`src/ofs_defs.svh`:
```
// constants for the output function sequencer: offsets, fields, resets, timing
`ifndef OFS_DEFS_SVH
`define OFS_DEFS_SVH
// ----------
// register byte offsets (word aligned)
// ----------
`define OFS_A_RELAY_FUNC   8'h00
`define OFS_A_OC_FUNC      8'h04
`define OFS_A_TMR_ON       8'h08
`define OFS_A_TMR_OFF      8'h0C
`define OFS_A_BRK_EN       8'h10
`define OFS_A_REL_CURR     8'h14
`define OFS_A_REL_HOLD     8'h18
`define OFS_A_REL_FWD      8'h1C
`define OFS_A_REL_REV      8'h20
`define OFS_A_ENG_HOLD     8'h24
`define OFS_A_ENG_FREQ     8'h28
`define OFS_A_DC_TIME      8'h2C
`define OFS_A_DC_LEVEL     8'h30
`define OFS_A_CMP_SRC      8'h34
`define OFS_A_CMP_ON       8'h38
`define OFS_A_CMP_OFF      8'h3C
`define OFS_A_STATUS       8'h40
`define OFS_A_IN_FUNC0     8'h60
// ----------
// function codes and reset values
// ----------
`define OFS_FN_TIMER_IN    6'h26
`define OFS_FN_TIMER_OUT   6'h1C
`define OFS_FN_ONOFF       6'h22
`define OFS_FN_BRAKE       6'h23
`define OFS_RST_TMR_ON     16'h012C
`define OFS_RST_TMR_OFF    16'h0064
`define OFS_RST_REL_CURR   16'h01F4
`define OFS_RST_REL_HOLD   16'h0064
`define OFS_RST_REL_FREQ   16'h0064
`define OFS_RST_ENG_HOLD   16'h0064
`define OFS_RST_ENG_FREQ   16'h00C8
`define OFS_RST_CMP_SRC    2'h1
`define OFS_RST_CMP_ON     16'h2328
`define OFS_RST_CMP_OFF    16'h03E8
`define OFS_FULL_SCALE     16'h2710
// ----------
// timing: delays count in 10 ms ticks
// ----------
`define OFS_CLK_HZ         20000000
`define OFS_TICK_MS        10
`define OFS_TICK_CYCLES    ((`OFS_CLK_HZ / 1000) * `OFS_TICK_MS)
`endif

```
`src/ofs_pkg.sv`:
```
// types for the output function sequencer
package ofs_pkg;
  // brake sequencer states, one-hot
  typedef enum logic [8:0] {
    OFS_ST_IDLE  = 9'h001,
    OFS_ST_ACCEL = 9'h002,
    OFS_ST_CURR  = 9'h004,
    OFS_ST_RHOLD = 9'h008,
    OFS_ST_RUN   = 9'h010,
    OFS_ST_DECEL = 9'h020,
    OFS_ST_EHOLD = 9'h040,
    OFS_ST_DC    = 9'h080,
    OFS_ST_BLOCK = 9'h100
  } ofs_brake_st_t;
endpackage : ofs_pkg

```
`src/ofs_output_function_sequencer.sv`:
```
// output function sequencer: timer, brake sequencer, analog comparator, output select
//
// How it works
// - a terminal whose function code is 38 feeds the timer trigger
// - an output with function code 28 follows the timer result
// - timer output turns on only after the full on-delay elapses
// - timer output turns off only after the full off-delay elapses
// - brake control enabled suppresses start DC braking and dwell
// - run from stop ramps to release frequency of commanded direction
// - at release frequency, release brake once current reaches release level
// - after release, hold frequency for release delay, then accelerate
// - on stop, decelerate; at engage frequency hold and engage brake
// - after engage, hold frequency for engage delay, then force zero
// - with DC time and level set, DC brake then block output
// - configuration selects comparator analog input; voltage input by default
// - on level kept between off level and full scale, off at or below on
//
// Decided for this implementation: register access over Wishbone and the address map.
`include "ofs_defs.svh"
`timescale 1ns/1ps
`default_nettype none

module ofs_output_function_sequencer
  import ofs_pkg::*;
#(
  parameter int TICK_CYCLES = `OFS_TICK_CYCLES
)(
  input  wire logic        clk_i,
  input  wire logic        rst_i,
  // classic wishbone slave
  input  wire logic        cyc_i,
  input  wire logic        stb_i,
  input  wire logic        we_i,
  input  wire logic [7:0]  adr_i,
  input  wire logic [3:0]  sel_i,
  input  wire logic [31:0] dat_i,
  output logic      [31:0] dat_o,
  output logic             ack_o,
  // input terminals and motor core
  input  wire logic [6:0]  term_in_i,
  input  wire logic        run_i,
  input  wire logic        dir_rev_i,
  input  wire logic [15:0] out_freq_i,
  input  wire logic [15:0] motor_current_i,
  input  wire logic [15:0] voltage_analog_input_i,
  input  wire logic [15:0] current_analog_input_i,
  input  wire logic [15:0] pulse_analog_input_i,
  // outputs
  output logic             relay_o,
  output logic             oc_out_o,
  output logic [15:0]      freq_target_o,
  output logic             freq_limit_o,
  output logic             freq_hold_o,
  output logic             freq_zero_o,
  output logic             dc_brake_o,
  output logic             out_block_o,
  output logic             start_dc_inhibit_o,
  output logic             dwell_inhibit_o
);

  // ----------
  // helpers
  // ----------
  // byte-lane merge on the low half word
  function automatic logic [15:0] wr16(input logic [15:0] old, input logic [31:0] d,
                                       input logic [3:0] s);
    wr16 = {s[1] ? d[15:8] : old[15:8], s[0] ? d[7:0] : old[7:0]};
  endfunction : wr16

  // picks one source per output code
  function automatic logic pick_src(input logic [5:0] code, input logic tmr,
                                    input logic brk, input logic cmp);
    pick_src = (code == `OFS_FN_TIMER_OUT) ? tmr :
               (code == `OFS_FN_BRAKE)     ? brk :
               (code == `OFS_FN_ONOFF)     ? cmp : 1'b0;
  endfunction : pick_src

  // ----------
  // configuration registers
  // ----------
  logic [5:0]    relay_func_reg;
  logic [5:0]    open_collector_output_function_reg;
  logic [15:0]   tmr_on_reg;
  logic [15:0]   tmr_off_reg;
  logic          brk_en_reg;
  logic [15:0]   release_current_level_reg;
  logic [15:0]   release_hold_time_reg;
  logic [15:0]   release_freq_forward_reg;
  logic [15:0]   release_freq_reverse_reg;
  logic [15:0]   engage_hold_time_reg;
  logic [15:0]   engage_frequency_reg;
  logic [15:0]   dc_time_reg;
  logic [15:0]   dc_level_reg;
  logic [1:0]    cmp_src_reg;
  logic [15:0]   cmp_on_reg;
  logic [15:0]   cmp_off_reg;
  logic [5:0]    input_terminal_function_reg [7];
  logic          ack_reg;

  // bus decode
  wire           bus_req = cyc_i & stb_i & ~ack_reg;
  wire           wr_en   = bus_req & we_i;
  wire  [15:0]   on_wr   = wr16(cmp_on_reg, dat_i, sel_i);
  wire  [15:0]   off_wr  = wr16(cmp_off_reg, dat_i, sel_i);
  // clamp thresholds against each other and full scale
  wire  [15:0]   on_lim  = (on_wr > `OFS_FULL_SCALE) ? `OFS_FULL_SCALE : on_wr;
  wire  [15:0]   on_next = (on_lim < cmp_off_reg) ? cmp_off_reg : on_lim;
  wire  [15:0]   off_next = (off_wr > cmp_on_reg) ? cmp_on_reg : off_wr;

  // register writes, one access per acknowledged cycle
  always_ff @(posedge clk_i)
  begin
    if (rst_i)
    begin
      relay_func_reg                     <= 6'h00;
      open_collector_output_function_reg <= 6'h00;
      tmr_on_reg                         <= `OFS_RST_TMR_ON;
      tmr_off_reg                        <= `OFS_RST_TMR_OFF;
      brk_en_reg                         <= 1'b0;
      release_current_level_reg          <= `OFS_RST_REL_CURR;
      release_hold_time_reg              <= `OFS_RST_REL_HOLD;
      release_freq_forward_reg           <= `OFS_RST_REL_FREQ;
      release_freq_reverse_reg           <= `OFS_RST_REL_FREQ;
      engage_hold_time_reg               <= `OFS_RST_ENG_HOLD;
      engage_frequency_reg               <= `OFS_RST_ENG_FREQ;
      dc_time_reg                        <= 16'h0000;
      dc_level_reg                       <= 16'h0000;
      cmp_src_reg                        <= `OFS_RST_CMP_SRC;
      cmp_on_reg                         <= `OFS_RST_CMP_ON;
      cmp_off_reg                        <= `OFS_RST_CMP_OFF;
      for (int i = 0; i < 7; i++)
        input_terminal_function_reg[i] <= 6'h00;
    end
    else if (wr_en)
    begin
      unique case (adr_i)
        `OFS_A_RELAY_FUNC: if (sel_i[0]) relay_func_reg <= dat_i[5:0];
        `OFS_A_OC_FUNC:    if (sel_i[0]) open_collector_output_function_reg <= dat_i[5:0];
        `OFS_A_TMR_ON:     tmr_on_reg <= wr16(tmr_on_reg, dat_i, sel_i);
        `OFS_A_TMR_OFF:    tmr_off_reg <= wr16(tmr_off_reg, dat_i, sel_i);
        `OFS_A_BRK_EN:     if (sel_i[0]) brk_en_reg <= dat_i[0];
        `OFS_A_REL_CURR:   release_current_level_reg <= wr16(release_current_level_reg, dat_i, sel_i);
        `OFS_A_REL_HOLD:   release_hold_time_reg <= wr16(release_hold_time_reg, dat_i, sel_i);
        `OFS_A_REL_FWD:    release_freq_forward_reg <= wr16(release_freq_forward_reg, dat_i, sel_i);
        `OFS_A_REL_REV:    release_freq_reverse_reg <= wr16(release_freq_reverse_reg, dat_i, sel_i);
        `OFS_A_ENG_HOLD:   engage_hold_time_reg <= wr16(engage_hold_time_reg, dat_i, sel_i);
        `OFS_A_ENG_FREQ:   engage_frequency_reg <= wr16(engage_frequency_reg, dat_i, sel_i);
        `OFS_A_DC_TIME:    dc_time_reg <= wr16(dc_time_reg, dat_i, sel_i);
        `OFS_A_DC_LEVEL:   dc_level_reg <= wr16(dc_level_reg, dat_i, sel_i);
        `OFS_A_CMP_SRC:    if (sel_i[0]) cmp_src_reg <= dat_i[1:0];
        `OFS_A_CMP_ON:     cmp_on_reg <= on_next;
        `OFS_A_CMP_OFF:    cmp_off_reg <= off_next;
        default:
        begin
          // terminal function codes sit at consecutive words
          for (int i = 0; i < 7; i++)
            if (adr_i == `OFS_A_IN_FUNC0 + 8'(4 * i) && sel_i[0])
              input_terminal_function_reg[i] <= dat_i[5:0];
        end
      endcase
    end
  end

  // ----------
  // 10 ms tick divider
  // ----------
  logic [31:0]   tick_cnt_reg;
  wire           tick = (tick_cnt_reg == 32'(TICK_CYCLES - 1));

  always_ff @(posedge clk_i)
  begin
    if (rst_i)
      tick_cnt_reg <= 32'h0000_0000;
    else
      tick_cnt_reg <= tick ? 32'h0000_0000 : tick_cnt_reg + 32'h0000_0001;
  end

  // ----------
  // on/off delay timer
  // ----------
  logic [6:0]    trig_vec;
  logic          tmr_out_reg;
  logic [15:0]   tmr_cnt_reg;

  // any terminal coded as timer input triggers it
  always_comb
  begin
    for (int i = 0; i < 7; i++)
      trig_vec[i] = term_in_i[i] & (input_terminal_function_reg[i] == `OFS_FN_TIMER_IN);
  end

  wire           tmr_trig    = |trig_vec;
  wire           tmr_pending = tmr_trig ^ tmr_out_reg;
  wire  [15:0]   tmr_limit   = tmr_trig ? tmr_on_reg : tmr_off_reg;

  // counter restarts whenever the trigger returns to the output's level
  always_ff @(posedge clk_i)
  begin
    if (rst_i)
    begin
      tmr_out_reg <= 1'b0;
      tmr_cnt_reg <= 16'h0000;
    end
    else if (!tmr_pending)
      tmr_cnt_reg <= 16'h0000;
    else if (tmr_cnt_reg > tmr_limit)
    begin
      tmr_out_reg <= tmr_trig;
      tmr_cnt_reg <= 16'h0000;
    end
    else if (tick)
      tmr_cnt_reg <= tmr_cnt_reg + 16'h0001;
  end

  // ----------
  // brake release / engage sequencer
  // ----------
  ofs_brake_st_t st_reg;
  ofs_brake_st_t st_next;
  logic          brk_rel_reg;
  logic [15:0]   brk_cnt_reg;
  logic [15:0]   rel_freq_reg;

  wire  [15:0]   rel_freq   = dir_rev_i ? release_freq_reverse_reg : release_freq_forward_reg;
  wire           dc_wanted  = (dc_time_reg != 16'h0000) && (dc_level_reg != 16'h0000);
  // first tick is partial, so a full delay needs one count beyond it
  wire           rhold_done = brk_cnt_reg > release_hold_time_reg;
  wire           ehold_done = brk_cnt_reg > engage_hold_time_reg;
  wire           dc_done    = brk_cnt_reg > dc_time_reg;

  // next state; a dropped run before release simply returns to stop
  always_comb
  begin
    st_next = st_reg;
    unique case (st_reg)
      OFS_ST_IDLE,
      OFS_ST_BLOCK: if (brk_en_reg && run_i) st_next = OFS_ST_ACCEL;
      OFS_ST_ACCEL: if (!run_i) st_next = OFS_ST_IDLE;
                    else if (out_freq_i >= rel_freq_reg) st_next = OFS_ST_CURR;
      OFS_ST_CURR:  if (!run_i) st_next = OFS_ST_IDLE;
                    else if (motor_current_i >= release_current_level_reg)
                      st_next = OFS_ST_RHOLD;
      OFS_ST_RHOLD: if (rhold_done) st_next = OFS_ST_RUN;
      OFS_ST_RUN:   if (!run_i) st_next = OFS_ST_DECEL;
      OFS_ST_DECEL: if (out_freq_i <= engage_frequency_reg) st_next = OFS_ST_EHOLD;
      OFS_ST_EHOLD: if (ehold_done) st_next = dc_wanted ? OFS_ST_DC : OFS_ST_IDLE;
      OFS_ST_DC:    if (dc_done) st_next = OFS_ST_BLOCK;
      default:      st_next = OFS_ST_IDLE;
    endcase
  end

  // state, hold counter, brake release level and latched release frequency
  always_ff @(posedge clk_i)
  begin
    if (rst_i)
    begin
      st_reg       <= OFS_ST_IDLE;
      brk_rel_reg  <= 1'b0;
      brk_cnt_reg  <= 16'h0000;
      rel_freq_reg <= 16'h0000;
    end
    else
    begin
      st_reg <= brk_en_reg ? st_next : OFS_ST_IDLE;
      if (st_next != st_reg)
        brk_cnt_reg <= 16'h0000;
      else if (tick)
        brk_cnt_reg <= brk_cnt_reg + 16'h0001;
      if (st_reg == OFS_ST_IDLE || st_reg == OFS_ST_BLOCK)
        rel_freq_reg <= rel_freq;
      if (!brk_en_reg || st_next == OFS_ST_EHOLD || st_next == OFS_ST_IDLE)
        brk_rel_reg <= 1'b0;
      else if (st_next == OFS_ST_RHOLD)
        brk_rel_reg <= 1'b1;
    end
  end

  // speed, braking and inhibit commands to the motor core
  assign freq_target_o      = rel_freq_reg;
  assign freq_limit_o       = st_reg == OFS_ST_ACCEL;
  assign freq_hold_o        = st_reg == OFS_ST_CURR || st_reg == OFS_ST_RHOLD ||
                              st_reg == OFS_ST_EHOLD;
  assign freq_zero_o        = brk_en_reg && (st_reg == OFS_ST_IDLE || st_reg == OFS_ST_DC ||
                              st_reg == OFS_ST_BLOCK);
  assign dc_brake_o         = st_reg == OFS_ST_DC;
  assign out_block_o        = st_reg == OFS_ST_BLOCK;
  assign start_dc_inhibit_o = brk_en_reg;
  assign dwell_inhibit_o    = brk_en_reg;

  // ----------
  // analog on/off comparator
  // ----------
  logic          cmp_out_reg;
  wire  [15:0]   cmp_val = (cmp_src_reg == 2'h1) ? voltage_analog_input_i :
                           (cmp_src_reg == 2'h2) ? current_analog_input_i :
                           (cmp_src_reg == 2'h3) ? pulse_analog_input_i : 16'h0000;

  // band between the levels keeps the last state, so noise cannot chatter
  always_ff @(posedge clk_i)
  begin
    if (rst_i)
      cmp_out_reg <= 1'b0;
    else if (cmp_val >= cmp_on_reg)
      cmp_out_reg <= 1'b1;
    else if (cmp_val <= cmp_off_reg)
      cmp_out_reg <= 1'b0;
  end

  // ----------
  // output selection
  // ----------
  logic          relay_reg;
  logic          oc_reg;

  always_ff @(posedge clk_i)
  begin
    if (rst_i)
    begin
      relay_reg <= 1'b0;
      oc_reg    <= 1'b0;
    end
    else
    begin
      relay_reg <= pick_src(relay_func_reg, tmr_out_reg, brk_rel_reg, cmp_out_reg);
      oc_reg    <= pick_src(open_collector_output_function_reg, tmr_out_reg, brk_rel_reg,
                            cmp_out_reg);
    end
  end

  assign relay_o  = relay_reg;
  assign oc_out_o = oc_reg;

  // ----------
  // read mux and acknowledge
  // ----------
  logic [31:0]   rd_mux;
  logic [31:0]   dat_reg;

  always_comb
  begin
    rd_mux = 32'h0000_0000;
    unique case (adr_i)
      `OFS_A_RELAY_FUNC: rd_mux = {26'h0, relay_func_reg};
      `OFS_A_OC_FUNC:    rd_mux = {26'h0, open_collector_output_function_reg};
      `OFS_A_TMR_ON:     rd_mux = {16'h0, tmr_on_reg};
      `OFS_A_TMR_OFF:    rd_mux = {16'h0, tmr_off_reg};
      `OFS_A_BRK_EN:     rd_mux = {31'h0, brk_en_reg};
      `OFS_A_REL_CURR:   rd_mux = {16'h0, release_current_level_reg};
      `OFS_A_REL_HOLD:   rd_mux = {16'h0, release_hold_time_reg};
      `OFS_A_REL_FWD:    rd_mux = {16'h0, release_freq_forward_reg};
      `OFS_A_REL_REV:    rd_mux = {16'h0, release_freq_reverse_reg};
      `OFS_A_ENG_HOLD:   rd_mux = {16'h0, engage_hold_time_reg};
      `OFS_A_ENG_FREQ:   rd_mux = {16'h0, engage_frequency_reg};
      `OFS_A_DC_TIME:    rd_mux = {16'h0, dc_time_reg};
      `OFS_A_DC_LEVEL:   rd_mux = {16'h0, dc_level_reg};
      `OFS_A_CMP_SRC:    rd_mux = {30'h0, cmp_src_reg};
      `OFS_A_CMP_ON:     rd_mux = {16'h0, cmp_on_reg};
      `OFS_A_CMP_OFF:    rd_mux = {16'h0, cmp_off_reg};
      `OFS_A_STATUS:     rd_mux = {7'h0, st_reg, 11'h0, relay_reg, oc_reg, cmp_out_reg,
                                   brk_rel_reg, tmr_out_reg};
      default:
      begin
        for (int i = 0; i < 7; i++)
          if (adr_i == `OFS_A_IN_FUNC0 + 8'(4 * i))
            rd_mux = {26'h0, input_terminal_function_reg[i]};
      end
    endcase
  end

  // ack one cycle after the request; unmapped reads return zero
  always_ff @(posedge clk_i)
  begin
    if (rst_i)
    begin
      ack_reg <= 1'b0;
      dat_reg <= 32'h0000_0000;
    end
    else
    begin
      ack_reg <= bus_req;
      if (bus_req && !we_i)
        dat_reg <= rd_mux;
    end
  end

  assign ack_o = ack_reg;
  assign dat_o = dat_reg;

endmodule : ofs_output_function_sequencer

`default_nettype wire

```
`config.mk`:
```
export PLATFORM = sky130hd
export DESIGN_NAME = ofs_output_function_sequencer
export DESIGN_NICKNAME = d
export VERILOG_FILES = /design/src/ofs_pkg.sv /design/src/ofs_output_function_sequencer.sv
export VERILOG_INCLUDE_DIRS = /design/src
export SDC_FILE = /design/constraint.sdc
export NUM_CORES = 1
export LEC_CHECK = 0
export BUFFER_PORTS_ARGS = -buffer_cell sky130_fd_sc_hd__buf_4
export CORE_AREA = 2 2 244 246
export CTS_CLUSTER_DIAMETER = 80
export DETAILED_ROUTE_END_ITERATION = 8
export DIE_AREA = 0 0 246 248
export PLACE_DENSITY = 0.64
export SYNTH_ARGS = -nofsm -noshare
export SYNTH_HDL_FRONTEND = slang
export SYNTH_SLANG_ARGS = --single-unit
```
`constraint.sdc`:
```
create_clock -name clk_i -period 6.6 [get_ports clk_i]
set_input_delay 1.32 -clock clk_i [delete_from_list [all_inputs] [get_ports clk_i]]
set_output_delay 1.32 -clock clk_i [all_outputs]
set_load 0.05 [all_outputs]
```
# ---- Word level (Yosys, flattened, before mapping)
# Memories as Yosys holds them, arrays and structs flattened.
# Cells that the tools add are included.
dict set report totals {
  ff_bits 334
  ram_bits 42
  inputBits 138
  wordCells 271
  mem_count 1
}
# name words word_bits rd rd_ports_with_merged_regs wr line_no
set memory_table {}
lappend memory_table {input_terminal_function_reg 7 6 7 0 7 ofs_output_function_sequencer.sv:97} ;# logic [5:0] input_terminal_function_reg [7];
dict set report classes {
  n_addsub 3
  magnitude_cmp 12
  eq_ne 53
  muxes 84
  bitwise_logic 21
  n_reduce_logical 59
}
# op n
set op_table {}
lappend op_table {{32-bit case mux with 17 select lines} 1}
lappend op_table {{32-bit two-way mux} 6}
lappend op_table {{16-bit two-way mux} 8}
lappend op_table {{9-bit two-way mux} 10}
lappend op_table {{16-bit greater-than comparator} 5}
lappend op_table {{9-bit case mux with 8 select lines} 1}
lappend op_table {{3-bit AND reduction} 24}
lappend op_table {{6-bit equality test, second input constant} 11}
lappend op_table {{8-bit by 6-bit equality test with 1-bit output, second input constant} 8}
lappend op_table {{8-bit by 7-bit equality test with 1-bit output, second input constant} 8}
lappend op_table {{16-bit greater-or-equal comparator} 3}
lappend op_table {{6-bit two-way mux} 8}
lappend op_table {{1-bit two-way mux} 45}
lappend op_table {{8-bit two-way mux} 5}
lappend op_table {{16-bit by 1-bit adder with 16-bit output, second input constant} 2}
lappend op_table {{32-bit by 1-bit adder with 32-bit output, second input constant} 1}
lappend op_table {{32-bit by 18-bit equality test with 1-bit output, second input constant} 1}
lappend op_table {{8-bit by 5-bit equality test with 1-bit output, second input constant} 4}
lappend op_table {{16-bit less-or-equal comparator} 2}
lappend op_table {{16-bit nonzero test} 2}
lappend op_table {{9-bit by 1-bit equality test with 1-bit output, second input constant} 2}
lappend op_table {{9-bit by 4-bit equality test with 1-bit output, second input constant} 2}
lappend op_table {{9-bit by 7-bit equality test with 1-bit output, second input constant} 2}
lappend op_table {{8-bit by 4-bit equality test with 1-bit output, second input constant} 2}
lappend op_table {{27 further kinds} 69}

# ---- Longest topological paths before layout
# Gate-level depths: netlist of the first run.
dict set report logic_depth {
  depth_word 9
  mapped_depth 18
  ltp_nobuf 14
}

# ---- Worst setup path after synthesis of the first run
# OpenSTA, ideal clock, no wires.
dict set report synth_timing {
  path_type {input-to-reg}
  from {in term_in_i[2]}
  to {reg tmr_cnt_reg[10]}
  arrival_ns 4.954
  required_ns 6.535
  path_slack_ns 1.581
  path_stages 18
  cell_sequence {nand4b_1 -> nor4b_1 -> or4_1 -> nor4_1 -> buf_2 -> buf_1 -> mux2i_1 -> ha_1 -> a21o_1 -> a21o_1 -> a21oi_1 -> nor2_1 -> o21ai_0 -> a32oi_1 -> or3_1 -> clkbuf_1 -> clkbuf_1 -> nor2_1}
}
dict set report synth_via {
  elab_chain_len 5
  elab_cells_between_ends 7
}
# element line_no
set synth_rtl {}
lappend synth_rtl {{start, declared} ofs_output_function_sequencer.sv:40} ;# input wire logic [6:0] term_in_i,
lappend synth_rtl {{1-bit AND *} ofs_output_function_sequencer.sv:189} ;# trig_vec[i] = term_in_i[i] & (input_terminal_function_reg[i] == `OFS_FN_TIMER_IN);
lappend synth_rtl {{7-bit OR reduction *} ofs_output_function_sequencer.sv:192} ;# wire tmr_trig = |trig_vec;
lappend synth_rtl {{16-bit two-way mux / 1-bit XOR (equally long branches)} {ofs_output_function_sequencer.sv:194, ofs_output_function_sequencer.sv:193}}
lappend synth_rtl {{16-bit greater-than comparator / 1-bit NOT (equally long branches)} --}
lappend synth_rtl {{3-bit OR reduction (no line) *} --}
lappend synth_rtl {{end signal, assigned} ofs_output_function_sequencer.sv:212} ;# tmr_cnt_reg <= tmr_cnt_reg + 16'h0001;
lappend synth_rtl {{end, declared} ofs_output_function_sequencer.sv:183} ;# logic [15:0] tmr_cnt_reg;
# Mark *: on every way between the ends. The rest lies on a longest branch, timed or not.
# A chain may end at the register's enable or synchronous reset.

# ---- Final worst setup path of the first run
dict set report layout_timing {
  from {in sel_i[0]}
  to {reg cmp_on_reg[11]}
}
dict set report layout_via {
  elab_chain_len 5
}
# element line_no
set layout_rtl {}
lappend layout_rtl {{start, declared} ofs_output_function_sequencer.sv:35} ;# input wire logic [3:0] sel_i,
lappend layout_rtl {{8-bit two-way mux *} ofs_output_function_sequencer.sv:67} ;# wr16 = {s[1] ? d[15:8] : old[15:8], s[0] ? d[7:0] : old[7:0]};
lappend layout_rtl {{16-bit by 14-bit greater-than comparator with 1-bit output (no line)} --}
lappend layout_rtl {{16-bit two-way mux *} ofs_output_function_sequencer.sv:106} ;# wire [15:0] on_lim = (on_wr > `OFS_FULL_SCALE) ? `OFS_FULL_SCALE : on_wr;
lappend layout_rtl {{16-bit < comparator} ofs_output_function_sequencer.sv:107} ;# wire [15:0] on_next = (on_lim < cmp_off_reg) ? cmp_off_reg : on_lim;
lappend layout_rtl {{16-bit two-way mux *} ofs_output_function_sequencer.sv:107}
lappend layout_rtl {{end signal, assigned} ofs_output_function_sequencer.sv:129} ;# cmp_on_reg <= `OFS_RST_CMP_ON;
lappend layout_rtl {{end signal, assigned} ofs_output_function_sequencer.sv:151} ;# `OFS_A_CMP_ON: cmp_on_reg <= on_next;
lappend layout_rtl {{end, declared} ofs_output_function_sequencer.sv:95} ;# logic [15:0] cmp_on_reg;
# Marked as above.

==> impl_metrics.py, run 1 <==
metrics = {
    "sta": {
        "hold_viol": 0,
        "slew_headroom_pct": 17.2,
        "timing.final.crit_share_pct": 78.5,
        "post-route-min-period_ns": 5.18,
        "maxSlewViolCount": 0,
        "finalSetupViolations": 0,
        "tns_ns": 0,
        "fin_worst_skew_ns": 0.0250,
        "max_slew.worst_pin.slew_ns": 1.23,
        "grt_setup_unrepaired": "false",
        "setup_slack_ns": 1.42,
        "fmax_mhz": 193,
    },
    "drt": {
        "ant_nets": 0,
        "vias": 20844,
        "detail_route.wl_per_cell_um": 22.1,
        "drc_errors": 0,
        "drtIter0Drc": 2380,
        "avgViaCountPerCell": 5.84,
        "wl_mm": 79.0,
        "dr.pass1.iters": 7,
    },
    "synthesis": {
        "synth_area_um2": 21500,
        "syn-mean-instance-area_um2": 8.11,
        "synth_top_cell_by_area": "dfxtp_1",
        "yosys_most_used_dff": "dfxtp_1",
        "yosys-top-cells-count": "480 x nand2_1, 327 x dfxtp_1, 265 x a21oi_1",
        "ys_seq_area_share_pct": 36.3,
        "synth_edf_count": 42,
        "synth.area.top_cells": "dfxtp_1 30%, ha_1 10%, nand2_1 8.4%",
        "synth-seq-cells": 369,
        "ys_warn_count": 0,
        "synthCells": 2650,
        "netlist.area_leader.share_pct": 30.5,
        "yosys.cell_count.top_type": "nand2_1",
        "synth_async_sr_flop_share_pct": 0,
        "yosysUniqueCellTypes": 82,
    },
    "grt": {
        "grt_first_pass_wirelength_mm": 118,
        "grt_pass1_vias": 19804,
        "grt-ovfl-total": 0,
        "grt_usage_pct": 25.3,
        "grt_antenna_before_repair": 0,
        "grt_max_degree": 99,
    },
    "worst_setup_path": {
        "worstSetupEndpointType": "flop",
        "worstPathArrival_ns": 5.62,
        "worst-path-max-fanout": 29,
        "crit_type": "in2reg",
        "critPathLaunchType": "input port",
        "required_ns": 7.04,
    },
    "floorplan": {
        "start_util_pct": 36.7,
        "dieArea_um2": 61000,
        "io_pins": 196,
        "die_h_um": 248,
        "core_um2": 58500,
        "fp.dieW_um": 246,
        "fp-row-count": 89,
    },
    "clock_tree": {
        "cts_setup_buffers": 0,
        "cts_resized": 0,
        "cts.sinks": 369,
        "hold_buffers": 0,
        "clk_pin_slew_ns": 0.06,
        "clock_path_buffers": 3,
        "cts_tree": "yes",
        "cts_root_buf": "clkbuf_16",
        "h-tree-depth": 2,
        "clk-insertion-delay-late_ns": 0.59,
        "numCtsBuffers": 45,
    },
    "cells_and_area": {
        "largest_reg_flops": 42,
        "area_growth_pct": 16.7,
        "nFillCells": 5788,
        "register_area_um2": 7810,
        "final_area_um2": 25100,
        "nets": 3078,
        "drive_gt1_share_pct": 11.8,
        "multiInputGateArea_um2": 12600,
        "diodes": 0,
        "fin_util_pct": 42.9,
    },
    "placed_design": {
        "port_buffers": 170,
        "dp.final_hpwl_mm": 59.0,
        "globalplace.congestion": 0.966,
        "place_ws_ns": 0.933,
        "post_dp_cell_area_um2": 23500,
    },
    "power_and_ir_drop": {
        "power_switching_w": 0.00131,
        "p_seq_share_pct": 43.0,
        "power.leakage_nw": 9.71,
        "ir_drop_mv": 0.188,
        "power_density_nw_per_um2": 214,
        "combPwrFrac_pct": 7.6,
        "power.internal_w": 0.00406,
        "pwr-share-clk_pct": 49.4,
        "swShare_pct": 24.4,
    },
    "hold_path": {
        "hold_path_class": "reg2reg",
    },
    "run_status": {
        "status": "completed",
    },
    "flow_run": {
        "drv_cap": 0,
    },
}
[final cells by class]
cell class,instances,share of cell area [%]
clock buffers,65,5.40
clock inverters,18,0.974
inverters,153,2.29
multi-input cells,1990,50.2
flip-flops and latches,369,31.2
well taps,773,3.86
repair buffers,203,6.10
[kinds of logic (layout without fill, tap and decap cells)]
kind of cell    count (synthesis)  count (layout)  share of synthesized area [%]
compound gates                644             644                           19.4
buf+inv                       299             439                           5.43
other cells                     1               9                         0.0175
xor+xnor                       61              61                           2.49
simple gates                 1021            1021                           22.2
mux                            77              77                           3.70
flops                         369             369                           36.3
fa+ha+maj                     178             178                           10.4
[cell usage in the layout, fill, tap and decap left out, types with 40 or more instances in the layout]
cell type  instances
nand2_1          480
a21oi_1          265
o21ai_0           73
inv_1            152
ha_1             178
a22o_1            40
nor3_1            40
edfxtp_1          42
dfxtp_1          327
nand3_1           77
nand4_1           56
mux2i_1           58
clkbuf_16         46
nor2_1           179
buf_4            202
a22oi_1           48
[final timing paths]
kind / from / end / cells after the start / slack (ns)
setup / recovery: sel_i[0] / cmp_on_reg[11] / 14 / 1.42
hold / removal: dat_o[16] / dat_o[16] / 2 / 0.46
setup reg to reg: cmp_on_reg[5] / cmp_on_reg[11] / 13 / 1.92
hold reg to reg: dat_o[16] / dat_o[16] / 2 / 0.46
[metrics by stage]
stage	total power [W]	instances	hold WS, ns
floorplan	0.00258	2658	0.437
global placement	0.00275	3488	0.446
detailed placement	0.00276	3488	0.451
CTS	0.00539	3571	0.458
global route	0.00551	3571	0.472
finish	0.00536	3571	0.457
[metal layers]
metal / routed length [µm] / GRT usage (%) / up-vias
met1: 33200 / 33.1 / 9890
met4: 3470 / 11.0 / 0
li1: - / - / 9733
met3: 6850 / 3.91 / 195
met2: 35500 / 41.2 / 1026
met5: 0 / 0 / -
[power groups by stage]
stage | combinational (W) | sequential [W] | clock [W]
6_report | 0.000408 | 0.00231 | 0.00265
2_1_floorplan | 0.000218 | 0.00236 | 0
5_1_grt | 0.000437 | 0.00231 | 0.00277
4_1_cts | 0.000402 | 0.00231 | 0.00268
3_5_place_dp | 0.000401 | 0.00236 | 0
3_3_place_gp | 0.000392 | 0.00236 | 0
[critical path, cell delays in order]
cell       delay [ns]
buf_4            0.26
or4b_1           0.53
a2111o_1         0.48
a21o_1           0.36
a21oi_1          0.26
ha_1             0.27
o21ai_0          0.34
a2111oi_0        0.19
a221oi_1         0.38
o211ai_1         0.17
o21ai_2          0.42
buf_4            0.32
mux2i_1          0.21
a21oi_1          0.08
No activity file was read; power rests on OpenSTA's default activity.
==> inputs of run 2 (changes only) <==
--- a/config.mk
+++ b/config.mk
@@ -11,7 +11,7 @@
 export CTS_CLUSTER_DIAMETER = 80
 export DETAILED_ROUTE_END_ITERATION = 8
 export DIE_AREA = 0 0 246 248
-export PLACE_DENSITY = 0.64
+export PLACE_DENSITY = 0.66
 export SYNTH_ARGS = -nofsm -noshare
 export SYNTH_HDL_FRONTEND = slang
 export SYNTH_SLANG_ARGS = --single-unit
==> constraint.sdc (replaced) <==
create_clock -name clk_i -period 4.5 [get_ports clk_i]
set_input_delay 0.9 -clock clk_i [delete_from_list [all_inputs] [get_ports clk_i]]
set_output_delay 0.9 -clock clk_i [all_outputs]
set_load 0.05 [all_outputs]
==> impl_metrics.py, run 2 (synthesized netlist as in run 1, its figures left out) <==
metrics = {
    "drt": {
        "vias": 20853,
        "dr.pass1.iters": 8,
        "detail_route.wl_per_cell_um": 21.1,
        "drtIter0Drc": 2443,
        "avgViaCountPerCell": 5.74,
        "wl_mm": 76.8,
        "drc_errors": 0,
        "ant_nets": 0,
    },
    "placed_design": {
        "dp.final_hpwl_mm": 56.9,
        "globalplace.congestion": 0.965,
        "port_buffers": 170,
        "placed_cells": 3554,
    },
    "clock_tree": {
        "clk_pin_slew_ns": 0.06,
        "numCtsBuffers": 43,
        "clock_path_buffers": 3,
        "cts_tree": "yes",
        "cts.sinks": 369,
        "cts_setup_buffers": 0,
        "cts_resized": 0,
        "cts_root_buf": "clkbuf_16",
        "hold_buffers": 0,
        "h-tree-depth": 2,
        "clk-insertion-delay-late_ns": 0.60,
    },
    "power_and_ir_drop": {
        "power.internal_w": 0.00592,
        "combPwrFrac_pct": 8.0,
        "power.leakage_nw": 10.0,
        "ir_drop_mv": 0.261,
        "power_density_nw_per_um2": 307,
        "finalPower_w": 0.00785,
        "p_seq_share_pct": 43.1,
        "power_switching_w": 0.00192,
        "swShare_pct": 24.5,
        "pwr-share-clk_pct": 48.9,
    },
    "worst_setup_path": {
        "timing.rr.start": "cmp_on_reg[7]",
        "worstSetupEndpointType": "flop",
        "critPathMaxStageDelay_ns": 0.58,
        "required_ns": 4.93,
        "worstPathArrival_ns": 4.74,
        "r2r_slack_ns": 0.34,
        "r2r_cells": 13,
        "worst-path-max-fanout": 10,
        "crit_family": "compound AO/OA/AOI/OAI gates",
        "crit_type": "in2reg",
        "r2r-end": "cmp_on_reg[12]",
        "critPathLaunchType": "input port",
        "cp_num_buf_inv": 2,
        "worstPathCellList": "buf_4 > or4b_1 > a2111o_1 > a21o_1 > a21oi_1 > ha_1 > o21ai_0 > a2111oi_0 > a221oi_1 > o211ai_1 > o21ai_2 > buf_4 > mux2i_1 > a21oi_1",
        "slowest_stage": "or4b_1",
    },
    "grt": {
        "grt_pass1_vias": 19342,
        "grt_usage_pct": 24.6,
        "grt-ovfl-total": 0,
        "grt_antenna_before_repair": 2,
        "grt_first_pass_wirelength_mm": 116,
        "grt_max_degree": 182,
    },
    "cells_and_area": {
        "fin_util_pct": 43.7,
        "layout.cells.most_common": "nand2_1",
        "drive_gt1_share_pct": 13.7,
        "nets": 3142,
        "final_cell_count_no_fill": 3634,
        "multiInputGateArea_um2": 12600,
        "nFillCells": 5848,
        "register_area_um2": 7810,
        "area_growth_pct": 18.8,
        "most-common-layout-cells": "480 x nand2_1, 327 x dfxtp_1, 266 x buf_4, 265 x a21oi_1, 180 x nor2_1",
        "largest_reg_flops": 42,
    },
    "run_status": {
        "status": "completed",
    },
    "floorplan": {
        "io_pins": 196,
        "core_um2": 58500,
        "die_h_um": 248,
        "fp.dieW_um": 246,
        "fp-row-count": 89,
        "start_util_pct": 36.7,
        "dieArea_um2": 61000,
    },
    "sta": {
        "grt_setup_unrepaired": "false",
        "maxSlewViolCount": 0,
        "max_slew.worst_pin.slew_ns": 1.07,
        "fin_worst_skew_ns": 0.0295,
        "tns_ns": 0,
        "post-route-min-period_ns": 4.31,
        "fmax_mhz": 232,
        "hold_viol": 0,
        "slew_headroom_pct": 28.7,
        "timing.final.crit_share_pct": 95.8,
        "finalSetupViolations": 0,
    },
    "hold_path": {
        "hold_path_class": "reg2reg",
        "hold_start": "dat_o[16]",
        "hold_path_end": "dat_o[16]",
        "holdPathStages": 2,
    },
    "flow_run": {
        "drv_cap": 0,
    },
}
run 2: per-layer routing:
metal  GRT usage [%]  part of all wire (%)  vias to the layer above
met2            37.8                    43                     1011
met4            11.8                   5.0                        0
met3            3.70                   8.7                      210
met5               0                     0                        -
met1            33.8                    43                     9785
li1                -                     -                     9847
run 2: power groups by stage:
stage | Clock (W) | Combinational, W | Sequential (W)
floorplan | 0 | 0.000321 | 0.00347
global placement | 0 | 0.000609 | 0.00345
detailed placement | 0 | 0.000612 | 0.00345
CTS | 0.00387 | 0.000615 | 0.00338
global route | 0.00399 | 0.000670 | 0.00338
finish | 0.00384 | 0.000626 | 0.00338
run 2: how the worst max path moves through the flow:
stage	start	endpoint	slack, ns	cells past startpoint
6_report	dat_i[5]	cmp_on_reg[12]	0.19	14
3_3_place_gp	sel_i[0]	cmp_on_reg[12]	-0.28	15
5_1_grt	dat_i[5]	cmp_on_reg[12]	0.02	14
3_5_place_dp	sel_i[0]	cmp_on_reg[12]	-0.35	15
4_1_cts	sel_i[0]	cmp_on_reg[12]	0.25	15
2_1_floorplan	sel_i[0]	cmp_on_reg[11]	0.02	16
run 2: final cells by class:
type                       count  area share, %
antenna                        1        0.00980
multi-input combinational   1990           49.3
timing repair buffer         269           8.02
tap                          773           3.79
clock buffer                  55           4.63
inverter                     153           2.25
clock inverter                24           1.38
sequential                   369           30.6
run 2: through the flow:
step	hold slack, ns	setup slack, ns	instance area (µm²)
after floorplan	0.437	0.0242	21500
after global placement	0.447	-0.278	24000
after detailed placement	0.451	-0.346	24000
after CTS	0.459	0.251	25500
after global routing	0.476	0.0219	25500
final	0.455	0.189	25500
run 2: worst min-delay path, delay by kind of cell, from the launching register on:
kind             cells  cell delay (ns)
AO/OA/AOI/OAI        1             0.05
AND/OR/NAND/NOR      1             0.05
flip-flops           1             0.31
